$ cat src/hdl/clock_gear_map.vh
// Contract
// RULE_01: The clock output pin carries the low-speed clock, the system clock halved, the system clock or the prescaler clock for select codes 00, 01, 10 and 11, and the select resets to 01.
// RULE_02: The peripheral clock comes from the geared clock when the source select is 0 and from the undivided high-speed clock when it is 1, and the select resets to 0.
// RULE_03: The prescaler clock is the peripheral clock divided by 1, 2, 4, 8, 16 or 32 for codes 000 to 101, and codes 110 and 111 are reserved.
// RULE_04: The geared clock is the high-speed clock undivided for 000 and divided by 2, 4 or 8 for 100, 101 and 110, other codes are reserved, and the gear resets to 000.
// RULE_05: The five control registers sit at byte offsets 0x0000 to 0x0010 in the order system control, oscillation, standby, PLL selection, system clock selection.
// RULE_06: Three low power modes exist besides normal mode and are entered through this block.
// RULE_07: Writing 1 to the warm-up start bit starts the warm-up timer, writing 0 does nothing, and the bit is never stored.
// RULE_08: The warm-up busy flag reads 1 while the warm-up count runs and 0 once it has completed.
// RULE_09: Warm-up counts clocks of the oscillator picked by the source select, 2^10 to 2^16 for high speed or 2^6 to 2^18 for low speed, per the time code.
// RULE_10: The PLL runs only while the PLL run bit is 1, and that bit is 0 after reset.
// RULE_11: Unused bits of the system control register read as zero and writes to them have no effect.
`ifndef CLOCK_GEAR_MAP_VH
`define CLOCK_GEAR_MAP_VH

// register byte offsets
`define OFS_SYSCTL 8'h00
`define OFS_OSCCTL 8'h04
`define OFS_STBYCTL 8'h08
`define OFS_PLLSEL 8'h0C
`define OFS_CKSEL 8'h10
`define OFS_IRQ_STATUS 8'h14
`define OFS_IRQ_MASK 8'h18

// system control fields
`define SYS_GEAR_LSB 0
`define SYS_PRESCALER_RATIO_LSB 8
`define SYS_PERIPH_SOURCE_SELECT_BIT 12
`define SYS_CLKOUT_LSB 16
`define SYS_RESET 32'h00010000
`define SYS_MASK 32'h00031707

// oscillator control fields
`define OSC_START_BIT 0
`define OSC_BUSY_BIT 1
`define OSC_PLL_BIT 2
`define OSC_WSRC_BIT 3
`define OSC_WTIME_LSB 4
`define OSC_HEN_BIT 8
`define OSC_LEN_BIT 9
`define OSC_RESET 32'h00000310
`define OSC_MASK 32'h0000337C

// standby control
`define STBY_RESET 32'h00000103
`define STBY_MASK 32'h00030307
`define MODE_STOP 3'h1
`define MODE_SLEEP 3'h2
`define MODE_IDLE 3'h3

// selection registers
`define PLLSEL_RESET 32'h00000000
`define PLLSEL_MASK 32'h00000001
`define CKSEL_RESET 32'h00000000
`define CKSEL_MASK 32'h00000003

// interrupt status bits
`define IRQ_WARMUP_DONE 0
`define IRQ_MODE_REQ 1
`define IRQ_BITS 2

`endif

$ cat src/hdl/clock_gear_prescaler_control.v
`timescale 1ns/1ns
`include "clock_gear_map.vh"
module clock_gear_prescaler_control (
  // clock and reset
  input wire clk,
  input wire sys_rst,
  // avalon-mm slave
  input wire [7:0] address,
  input wire read,
  input wire write,
  input wire [31:0] writedata,
  input wire [3:0] byteenable,
  output reg [31:0] readdata,
  output reg waitrequest,
  // oscillator ticks from outside domains
  input wire high_osc_tick,
  input wire low_osc_tick,
  input wire low_speed_clock,
  // clock enables out
  output reg gear_tick,
  output reg periph_tick,
  output reg prescaler_tick,
  output reg clock_out_pin,
  // oscillator and mode control
  output reg high_osc_enable,
  output reg low_osc_enable,
  output reg pll_run,
  output reg warmup_busy_flag,
  output reg [2:0] low_power_mode,
  output reg mode_request,
  // interrupt
  output reg irq
);

  ////////////////////////////////////////////////////////////////////////
  // synchronisers

  reg [2:0] hs_sync_reg;
  reg [2:0] ls_sync_reg;
  reg [1:0] lsc_sync_reg;
  wire hs_tick;
  wire ls_tick;

  always @(posedge clk or posedge sys_rst) begin
    if (sys_rst) begin
      hs_sync_reg <= 3'h0;
      ls_sync_reg <= 3'h0;
      lsc_sync_reg <= 2'h0;
    end else begin
      hs_sync_reg <= {hs_sync_reg[1:0], high_osc_tick};
      ls_sync_reg <= {ls_sync_reg[1:0], low_osc_tick};
      lsc_sync_reg <= {lsc_sync_reg[0], low_speed_clock};
    end
  end

  // rising edges after two stages
  assign hs_tick = hs_sync_reg[1] & ~hs_sync_reg[2];
  assign ls_tick = ls_sync_reg[1] & ~ls_sync_reg[2];

  ////////////////////////////////////////////////////////////////////////
  // registers

  reg [31:0] sys_reg;
  reg [31:0] osc_reg;
  reg [31:0] stby_reg;
  reg [31:0] pllsel_reg;
  reg [31:0] cksel_reg;
  reg [`IRQ_BITS-1:0] status_reg;
  reg [`IRQ_BITS-1:0] mask_reg;
  reg pending_reg;
  reg start_reg;
  reg busy_seen_reg;
  wire warm_busy;
  wire warm_done;
  wire [31:0] be_mask;
  wire wr_go;
  wire rd_go;

  function [31:0] merge;
    input [31:0] old;
    input [31:0] data;
    input [31:0] lanes;
    input [31:0] field;
    begin
      merge = (old & ~(lanes & field)) | (data & lanes & field);
    end
  endfunction

  function [4:0] warm_exp;
    input [2:0] code;
    input low;
    begin
      if (code == 3'h0)
        warm_exp = 5'd0;
      else if (!low)
        warm_exp = 5'd9 + {2'b00, code};
      else if (code <= 3'h3)
        warm_exp = 5'd5 + {2'b00, code};
      else
        warm_exp = 5'd11 + {2'b00, code};
    end
  endfunction

  assign be_mask = {{8{byteenable[3]}}, {8{byteenable[2]}}, {8{byteenable[1]}}, {8{byteenable[0]}}};
  // one wait cycle: writes land on the second edge, read data loads on the first
  // so that it stands at the edge where waitrequest is sampled low
  assign wr_go = write & pending_reg;
  assign rd_go = read & ~pending_reg;

  always @(posedge clk or posedge sys_rst) begin
    if (sys_rst) begin
      sys_reg <= `SYS_RESET;
      osc_reg <= `OSC_RESET;
      stby_reg <= `STBY_RESET;
      pllsel_reg <= `PLLSEL_RESET;
      cksel_reg <= `CKSEL_RESET;
      mask_reg <= {`IRQ_BITS{1'b0}};
      start_reg <= 1'b0;
      pending_reg <= 1'b0;
      mode_request <= 1'b0;
      readdata <= 32'h00000000;
      waitrequest <= 1'b1;
    end else begin
      start_reg <= 1'b0;
      mode_request <= 1'b0;
      pending_reg <= (read | write) & ~pending_reg;
      waitrequest <= ~((read | write) & ~pending_reg);
      if (wr_go) begin
        case (address) // RULE_05
          `OFS_SYSCTL:
            sys_reg <= merge(sys_reg, writedata, be_mask, `SYS_MASK); // RULE_11
          `OFS_OSCCTL: begin
            osc_reg <= merge(osc_reg, writedata, be_mask, `OSC_MASK);
            if (byteenable[0] && writedata[`OSC_START_BIT])
              start_reg <= 1'b1; // RULE_07
          end
          `OFS_STBYCTL: begin
            stby_reg <= merge(stby_reg, writedata, be_mask, `STBY_MASK);
            if (byteenable[0])
              mode_request <= 1'b1; // RULE_06
          end
          `OFS_PLLSEL:
            pllsel_reg <= merge(pllsel_reg, writedata, be_mask, `PLLSEL_MASK);
          `OFS_CKSEL:
            cksel_reg <= merge(cksel_reg, writedata, be_mask, `CKSEL_MASK);
          `OFS_IRQ_MASK:
            mask_reg <= writedata[`IRQ_BITS-1:0];
          default: ;
        endcase
      end
      if (rd_go) begin
        case (address)
          `OFS_SYSCTL: readdata <= sys_reg & `SYS_MASK; // RULE_11
          `OFS_OSCCTL: readdata <= (osc_reg & `OSC_MASK) | {30'h0, warm_busy, 1'b0}; // RULE_08
          `OFS_STBYCTL: readdata <= stby_reg & `STBY_MASK;
          `OFS_PLLSEL: readdata <= pllsel_reg & `PLLSEL_MASK;
          `OFS_CKSEL: readdata <= cksel_reg & `CKSEL_MASK;
          `OFS_IRQ_STATUS: readdata <= {{(32-`IRQ_BITS){1'b0}}, status_reg};
          `OFS_IRQ_MASK: readdata <= {{(32-`IRQ_BITS){1'b0}}, mask_reg};
          default: readdata <= 32'h00000000;
        endcase
      end
    end
  end

  ////////////////////////////////////////////////////////////////////////
  // interrupt status, set wins over clear

  wire [`IRQ_BITS-1:0] ev;
  wire [`IRQ_BITS-1:0] clr;
  wire stby_valid;

  assign stby_valid = (stby_reg[2:0] == `MODE_STOP) || (stby_reg[2:0] == `MODE_SLEEP) ||
                      (stby_reg[2:0] == `MODE_IDLE);
  assign ev = {mode_request & stby_valid, warm_done};
  assign clr = (wr_go && address == `OFS_IRQ_STATUS && byteenable[0]) ?
               writedata[`IRQ_BITS-1:0] : {`IRQ_BITS{1'b0}};

  always @(posedge clk or posedge sys_rst) begin
    if (sys_rst) begin
      status_reg <= {`IRQ_BITS{1'b0}};
      irq <= 1'b0;
    end else begin
      status_reg <= (status_reg & ~clr) | ev;
      irq <= |(((status_reg & ~clr) | ev) & mask_reg);
    end
  end

  ////////////////////////////////////////////////////////////////////////
  // warm-up

  warmup_timer warm_u (
    .clk(clk),
    .sys_rst(sys_rst),
    .start(start_reg), // RULE_07
    .osc_tick(osc_reg[`OSC_WSRC_BIT] ? ls_tick : hs_tick), // RULE_09
    .exponent(warm_exp(osc_reg[6:4], osc_reg[`OSC_WSRC_BIT])), // RULE_09
    .busy(warm_busy),
    .done(warm_done)
  );

  ////////////////////////////////////////////////////////////////////////
  // clock chain

  reg [2:0] gear_shift;
  reg [2:0] pre_shift;
  wire gear_t;
  wire pre_t;
  wire sys_half;
  wire periph_t;

  always @* begin
    case (sys_reg[2:0]) // RULE_04
      3'h4: gear_shift = 3'h1;
      3'h5: gear_shift = 3'h2;
      3'h6: gear_shift = 3'h3;
      default: gear_shift = 3'h0;
    endcase
    case (sys_reg[10:8]) // RULE_03
      3'h0, 3'h1, 3'h2, 3'h3, 3'h4, 3'h5: pre_shift = sys_reg[10:8];
      default: pre_shift = 3'h0;
    endcase
  end

  clock_divider #(.CW(5)) gear_u (
    .clk(clk),
    .sys_rst(sys_rst),
    .tick_in(1'b1),
    .shift(gear_shift),
    .tick_out(gear_t),
    .half_out(sys_half)
  );

  assign periph_t = sys_reg[`SYS_PERIPH_SOURCE_SELECT_BIT] ? 1'b1 : gear_t; // RULE_02

  clock_divider #(.CW(5)) pre_u (
    .clk(clk),
    .sys_rst(sys_rst),
    .tick_in(periph_t),
    .shift(pre_shift),
    .tick_out(pre_t),
    .half_out()
  );

  always @(posedge clk or posedge sys_rst) begin
    if (sys_rst) begin
      gear_tick <= 1'b0;
      periph_tick <= 1'b0;
      prescaler_tick <= 1'b0;
      clock_out_pin <= 1'b0;
      high_osc_enable <= 1'b1;
      low_osc_enable <= 1'b1;
      pll_run <= 1'b0;
      warmup_busy_flag <= 1'b0;
      low_power_mode <= 3'h0;
    end else begin
      gear_tick <= gear_t;
      periph_tick <= periph_t;
      prescaler_tick <= pre_t;
      case (sys_reg[17:16]) // RULE_01
        2'h0: clock_out_pin <= lsc_sync_reg[1];
        2'h1: clock_out_pin <= sys_half;
        2'h2: clock_out_pin <= gear_t;
        default: clock_out_pin <= pre_t;
      endcase
      high_osc_enable <= osc_reg[`OSC_HEN_BIT];
      low_osc_enable <= osc_reg[`OSC_LEN_BIT];
      pll_run <= osc_reg[`OSC_PLL_BIT]; // RULE_10
      warmup_busy_flag <= warm_busy; // RULE_08
      low_power_mode <= stby_valid ? stby_reg[2:0] : 3'h0; // RULE_06
    end
  end

endmodule // clock_gear_prescaler_control

$ cat src/hdl/clock_divider.v
`timescale 1ns/1ns
// divide-by-power-of-two pulse-enable generator
module clock_divider #(
  parameter CW = 5
) (
  // clock and reset
  input wire clk,
  input wire sys_rst,
  // control
  input wire tick_in,
  input wire [2:0] shift,
  // output
  output reg tick_out,
  output reg half_out
);

  reg [CW-1:0] count_reg;
  wire [CW-1:0] limit;

  assign limit = (shift == 3'h0) ? {CW{1'b0}} : ((({{(CW-1){1'b0}}, 1'b1}) << shift) - 1'b1);

  always @(posedge clk or posedge sys_rst) begin
    if (sys_rst) begin
      count_reg <= {CW{1'b0}};
      tick_out <= 1'b0;
      half_out <= 1'b0;
    end else begin
      tick_out <= 1'b0;
      if (tick_in) begin
        if (count_reg >= limit) begin
          count_reg <= {CW{1'b0}};
          tick_out <= 1'b1;
          half_out <= ~half_out;
        end else begin
          count_reg <= count_reg + 1'b1;
        end
      end
    end
  end

endmodule // clock_divider

$ cat src/hdl/warmup_timer.v
`timescale 1ns/1ns
// warm-up counter driven by oscillator ticks
module warmup_timer (
  // clock and reset
  input wire clk,
  input wire sys_rst,
  // control
  input wire start,
  input wire osc_tick,
  input wire [4:0] exponent,
  // status
  output reg busy,
  output reg done
);

  reg [18:0] count_reg;
  wire [18:0] target;

  assign target = (19'h00001 << exponent) - 19'h00001;

  always @(posedge clk or posedge sys_rst) begin
    if (sys_rst) begin
      count_reg <= 19'h00000;
      busy <= 1'b0;
      done <= 1'b0;
    end else begin
      done <= 1'b0;
      if (start) begin
        count_reg <= 19'h00000;
        busy <= (exponent != 5'h00);
        done <= (exponent == 5'h00);
      end else if (busy && osc_tick) begin
        if (count_reg == target) begin
          busy <= 1'b0;
          done <= 1'b1;
        end else begin
          count_reg <= count_reg + 19'h00001;
        end
      end
    end
  end

endmodule // warmup_timer

$ cat config.mk
export PLATFORM = sky130hd
export DESIGN_NAME = clock_gear_prescaler_control
export DESIGN_NICKNAME = d
export VERILOG_FILES = /design/src/hdl/clock_gear_prescaler_control.v /design/src/hdl/clock_divider.v /design/src/hdl/warmup_timer.v
export VERILOG_INCLUDE_DIRS = /design/src /design/src/hdl
export SDC_FILE = /design/constraint.sdc
export NUM_CORES = 1
export LEC_CHECK = 0
export BUFFER_PORTS_ARGS = -buffer_cell sky130_fd_sc_hd__clkbuf_2
export CAP_MARGIN = 10
export CORE_MARGIN = 4
export CORE_UTILIZATION = 50
export CTS_CLUSTER_SIZE = 24
export DETAILED_ROUTE_END_ITERATION = 16
export HOLD_SLACK_MARGIN = 0.1
export PLACE_DENSITY = 0.7
export SLEW_MARGIN = 20
export SYNTH_ARGS = -nofsm -noshare
export SYNTH_HDL_FRONTEND = slang
export SYNTH_SLANG_ARGS = --single-unit
$ cat constraint.sdc
create_clock -name clk -period 6.5 [get_ports clk]
set_input_delay 0.65 -clock clk [delete_from_list [all_inputs] [get_ports clk]]
set_output_delay 0.65 -clock clk [all_outputs]
set_load 0.005 [all_outputs]
# Word-level counts from Yosys, hierarchy flattened
# Index checks and enable logic that the tools add are counted.
# classes
n_addsub	9
magnitude_cmp	3
eq_ne	21
shifts	3
n_mux	33
bitwise	33
n_reduce_logical	26
# op_table
operator	n
$and A32 B32 Y32	5
$pmux W18 S7	1
$not A18 Y32	2
$or A32 B18 Y32	2
$mux W19	3
$mux W5	7
$not A1 Y32	1
$not A14 Y32	1
$not A2 Y32	1
$or A32 B1 Y32	1
$or A32 B14 Y32	1
$or A32 B2 Y32	1
$eq A8 B5 Y1 const B	3
$add A19 B1 Y19 const B	1
$eq A19 B19 Y1	1
$shl A1 B5 Y19 const A	1
$sub A19 B1 Y19 const B	1
$and A18 B18 Y18	1
$mux W1	17
$eq A8 B4 Y1 const B	2
$reduce_and A2 Y1	8
$eq A3 B3 Y1 const B	5
$or A14 B2 Y14	1
$eq A3 B2 Y1 const B	4
33 further kinds	57
# totals
regBits	254
input_bits	51
out_inout_bits	46
wordCells	161

# Longest topological paths before layout
# depth
ltp_word	10
ltp_mapped	24
mapped_depth_nobuf	19

# Hierarchy
# A second synthesis with hierarchy kept.
# unflattened
cells_unflattened	605
hier_area_um2	6092.1
# by_module_without_submodules
mod	n_inst	cells_per_inst	area_each_um2	seq_area_each_um2
clock_gear_prescaler_control	1	270	3199.3	1764.2
warmup_timer	1	243	1964.4	525.5
clock_divider	2	46	464.2	175.2

# Worst setup path before layout
# No wires, ideal clock.
# synth_timing
path_type	reg-to-reg
startpoint	reg (tool-made name)
endpoint	reg warm_u.count_reg[3]
setup_time_ps	125
arrival_time_ps	4554
required_ps	6375
path_slack_ps	1821
path_stages_with_launch	23
path_buffers	6
period_less_slack_ps	4679
path_cell_list	dfstp_2 clkbuf_1 inv_1 ha_1 nor2b_1 buf_2 a211oi_1 a21o_1 clkbuf_1 buf_2 nor2_1 nand2_1 ha_1 clkbuf_1 xnor2_1 xnor2_1 o31a_1 a2111o_1 nor4_2 and4_4 buf_6 nor3_1 mux2_4
# synth_lines
element	line	source
end signal, assigned	warmup_timer.v:37	count_reg <= count_reg + 19'h00001;
end, declared	warmup_timer.v:16	reg [18:0] count_reg;

==> results_dict.tcl <==
set metrics [dict create \
    portBuffers 59 \
    vias_per_cell 5.97 \
    layout_setup_ws_ps 1200 \
    ant_nets 0 \
    drtIter0Drc 342 \
    synthesis.area_um2 5890 \
    critical_path_arrival_ps 5530 \
    routabilityCongestion 0.905 \
    ir_worst_vdd_mv 0.204 \
    report.final.slew_viol_count 0 \
    syn_to_final_growth_pct 9.56 \
    synthMostInstantiatedCell "dfrtp_1" \
    finalCritPeriodShare 0.815 \
    cts_buffers 9 \
    drt_pass1_iterations 6 \
    yosysTopAreaCell "dfrtp_1" \
    yosysWarnings 0 \
    hold_viol 0 \
    overflow 0 \
    via_count 4781 \
    core_area_um2 11500 \
    die_h_um 117 \
    routed_wl_um 13700 \
    status "complete, no violations" \
    drv_cap 0 \
    postCtsResizedCells 0 \
    ios 97 \
    synth.area.top_cells "dfrtp_1 (40%), mux2_2 (5.5%), dfstp_2 (4.5%), ha_1 (3.8%), nand2_1 (3.7%)" \
    rows 39 \
    cts_tree "done" \
    clock_latency_ps 350 \
    powerDensity_nw_per_um2 203 \
    cp_max_fo 33 \
    track_usage 0.215 \
    synth-edff-count 0 \
    die_x_um 117 \
    cts_sinks 104 \
    cts_setup_buffers 0 \
    die_area_um2 13600 \
    path_clk_slew_ps 70 \
    yosysUniqueCellTypes 67 \
    ctsHoldBuffers 0 \
    yosysTopAreaCellShare 0.399 \
    start_kind "flop" \
    root_buffer "clkbuf_16" \
    antenna_found_initial 0 \
    worst_pin_slew_ps 950 \
    hp-class "reg -> reg" \
    place_ws_ps 1240 \
    r2r_slack_ps 1200 \
    synth_cells 610 \
    n_antenna_cell 0 \
    final_nets 722 \
    finalSetupViolCount 0 \
    async_reset_ff_frac 1.00 \
    ys_ff_latch 104 \
    power_w 0.00131 \
    start_util 0.513 \
    clockBufferDepth 2 \
    skew_ps 8.93 \
    max_slew_margin 0.367 \
    worst-setup-path-type "reg -> reg" \
    fin_setup_tns_ps 0 \
    max_freq_mhz 189 \
    p_leak_nw 2.92 \
    synthTopCellsByCount "dfrtp_1 (94), nand2_1 (58), nor2_1 (42)" \
    worstSetupEndpointType "flop" \
    hpwl_um 9950 \
    yosys_most_used_dff "dfrtp_1" \
    cts.htree.levels 3 \
    drc 0 \
    fin_util 0.563 \
    drive_above_1_share 0.199 \
    syn_avg_cell_area_um2 9.65 \
    cp_data_required_time_ps 6740 \
    grt_pass1_wl_um 23100 \
    ys_seq_area_frac 0.444 \
    rsz0062_at_grt "false" \
    wl_per_cell_um 17.1 \
    grt_pass1_vias 4742 \
    grt_max_degree 55 \
    post-route-min-period_ps 5300 \
]
path summary, 6_finish.rpt:
kind | start | cells past startpoint | to
max | flop | 16 | warm_u.count_reg[17]
min | hs_sync_reg[0] | 0 | hs_sync_reg[1]
max reg2reg | flop | 16 | warm_u.count_reg[17]
min reg2reg | hs_sync_reg[0] | 0 | hs_sync_reg[1]
max in group asynchronous | sys_rst | 3 | async pin
min in group asynchronous | sys_rst | 2 | low_power_mode[2]
routing by layer:
layer | share of wire | GRT usage
met2 | 0.49 | 0.364
met5 | 0 | 0
met1 | 0.44 | 0.273
met3 | 0.054 | 0.0503
met4 | 0.021 | 0.0696
cell usage in the layout, fill, tap and decap left out, types with 10 or more instances in the layout:
cell type | netlist | routed
ha_1 | 18 | 18
o21ai_0 | 41 | 41
mux2i_1 | 10 | 10
nor3_1 | 14 | 14
nor2_1 | 42 | 42
conb_1 | 1 | 20
a21oi_1 | 26 | 26
nand2_1 | 58 | 58
mux2_2 | 29 | 29
dfrtp_1 | 94 | 94
nand4_1 | 11 | 11
nand3_1 | 21 | 21
inv_1 | 19 | 18
clkbuf_2 | 0 | 59
nor2b_1 | 20 | 20
and3_1 | 10 | 10
dfstp_2 | 10 | 10
area by class of cell:
cell class / count / area (um2)
clock inverter: 5 / 41.3
clock buffer: 11 / 233
sequential: 104 / 2620
fill: 1004 / 5020
inverter: 19 / 73.8
timing repair buffer: 61 / 310
tap: 143 / 179
multi-input combinational: 458 / 3000
critical path, cell delays in order, from the launching register on:
cell and delay, ps:
dfstp_2 710, inv_1 230, ha_1 270, nor2b_1 270
a211oi_1 310, a21o_1 490, nor2_1 170, nand2_1 110
ha_1 550, xnor2_1 200, xnor2_1 160, o31a_1 290
a2111o_1 370, nor4_2 170, and4_4 460, nor3_1 130
mux2_4 300
stage by stage:
step           hold WS (ps)  cells  instance area (um2)
3_5_place_dp            356    785                 6180
4_1_cts                 365    801                 6450
3_3_place_gp            334    785                 6180
5_1_grt                 376    801                 6450
2_1_floorplan           331    629                 5960
6_report                361    801                 6450
kinds of logic after synthesis:
logic type / synth area share
flip-flops: 0.444
buffers and inverters: 0.0587
other: 0.000637
adder cells (fa/ha/maj): 0.0382
AND/OR/NAND/NOR: 0.191
AO/OA/AOI/OAI: 0.157
multiplexers: 0.0890
XOR/XNOR: 0.0208
power by group:
group          switching (W)  internal [W]  total, W
Combinational      0.0000885     0.0000435  0.000132
Clock               0.000245      0.000265  0.000510
Sequential        0.00000912      0.000659  0.000668
Total               0.000342      0.000967   0.00131
Power figures use the tool's default switching activity.
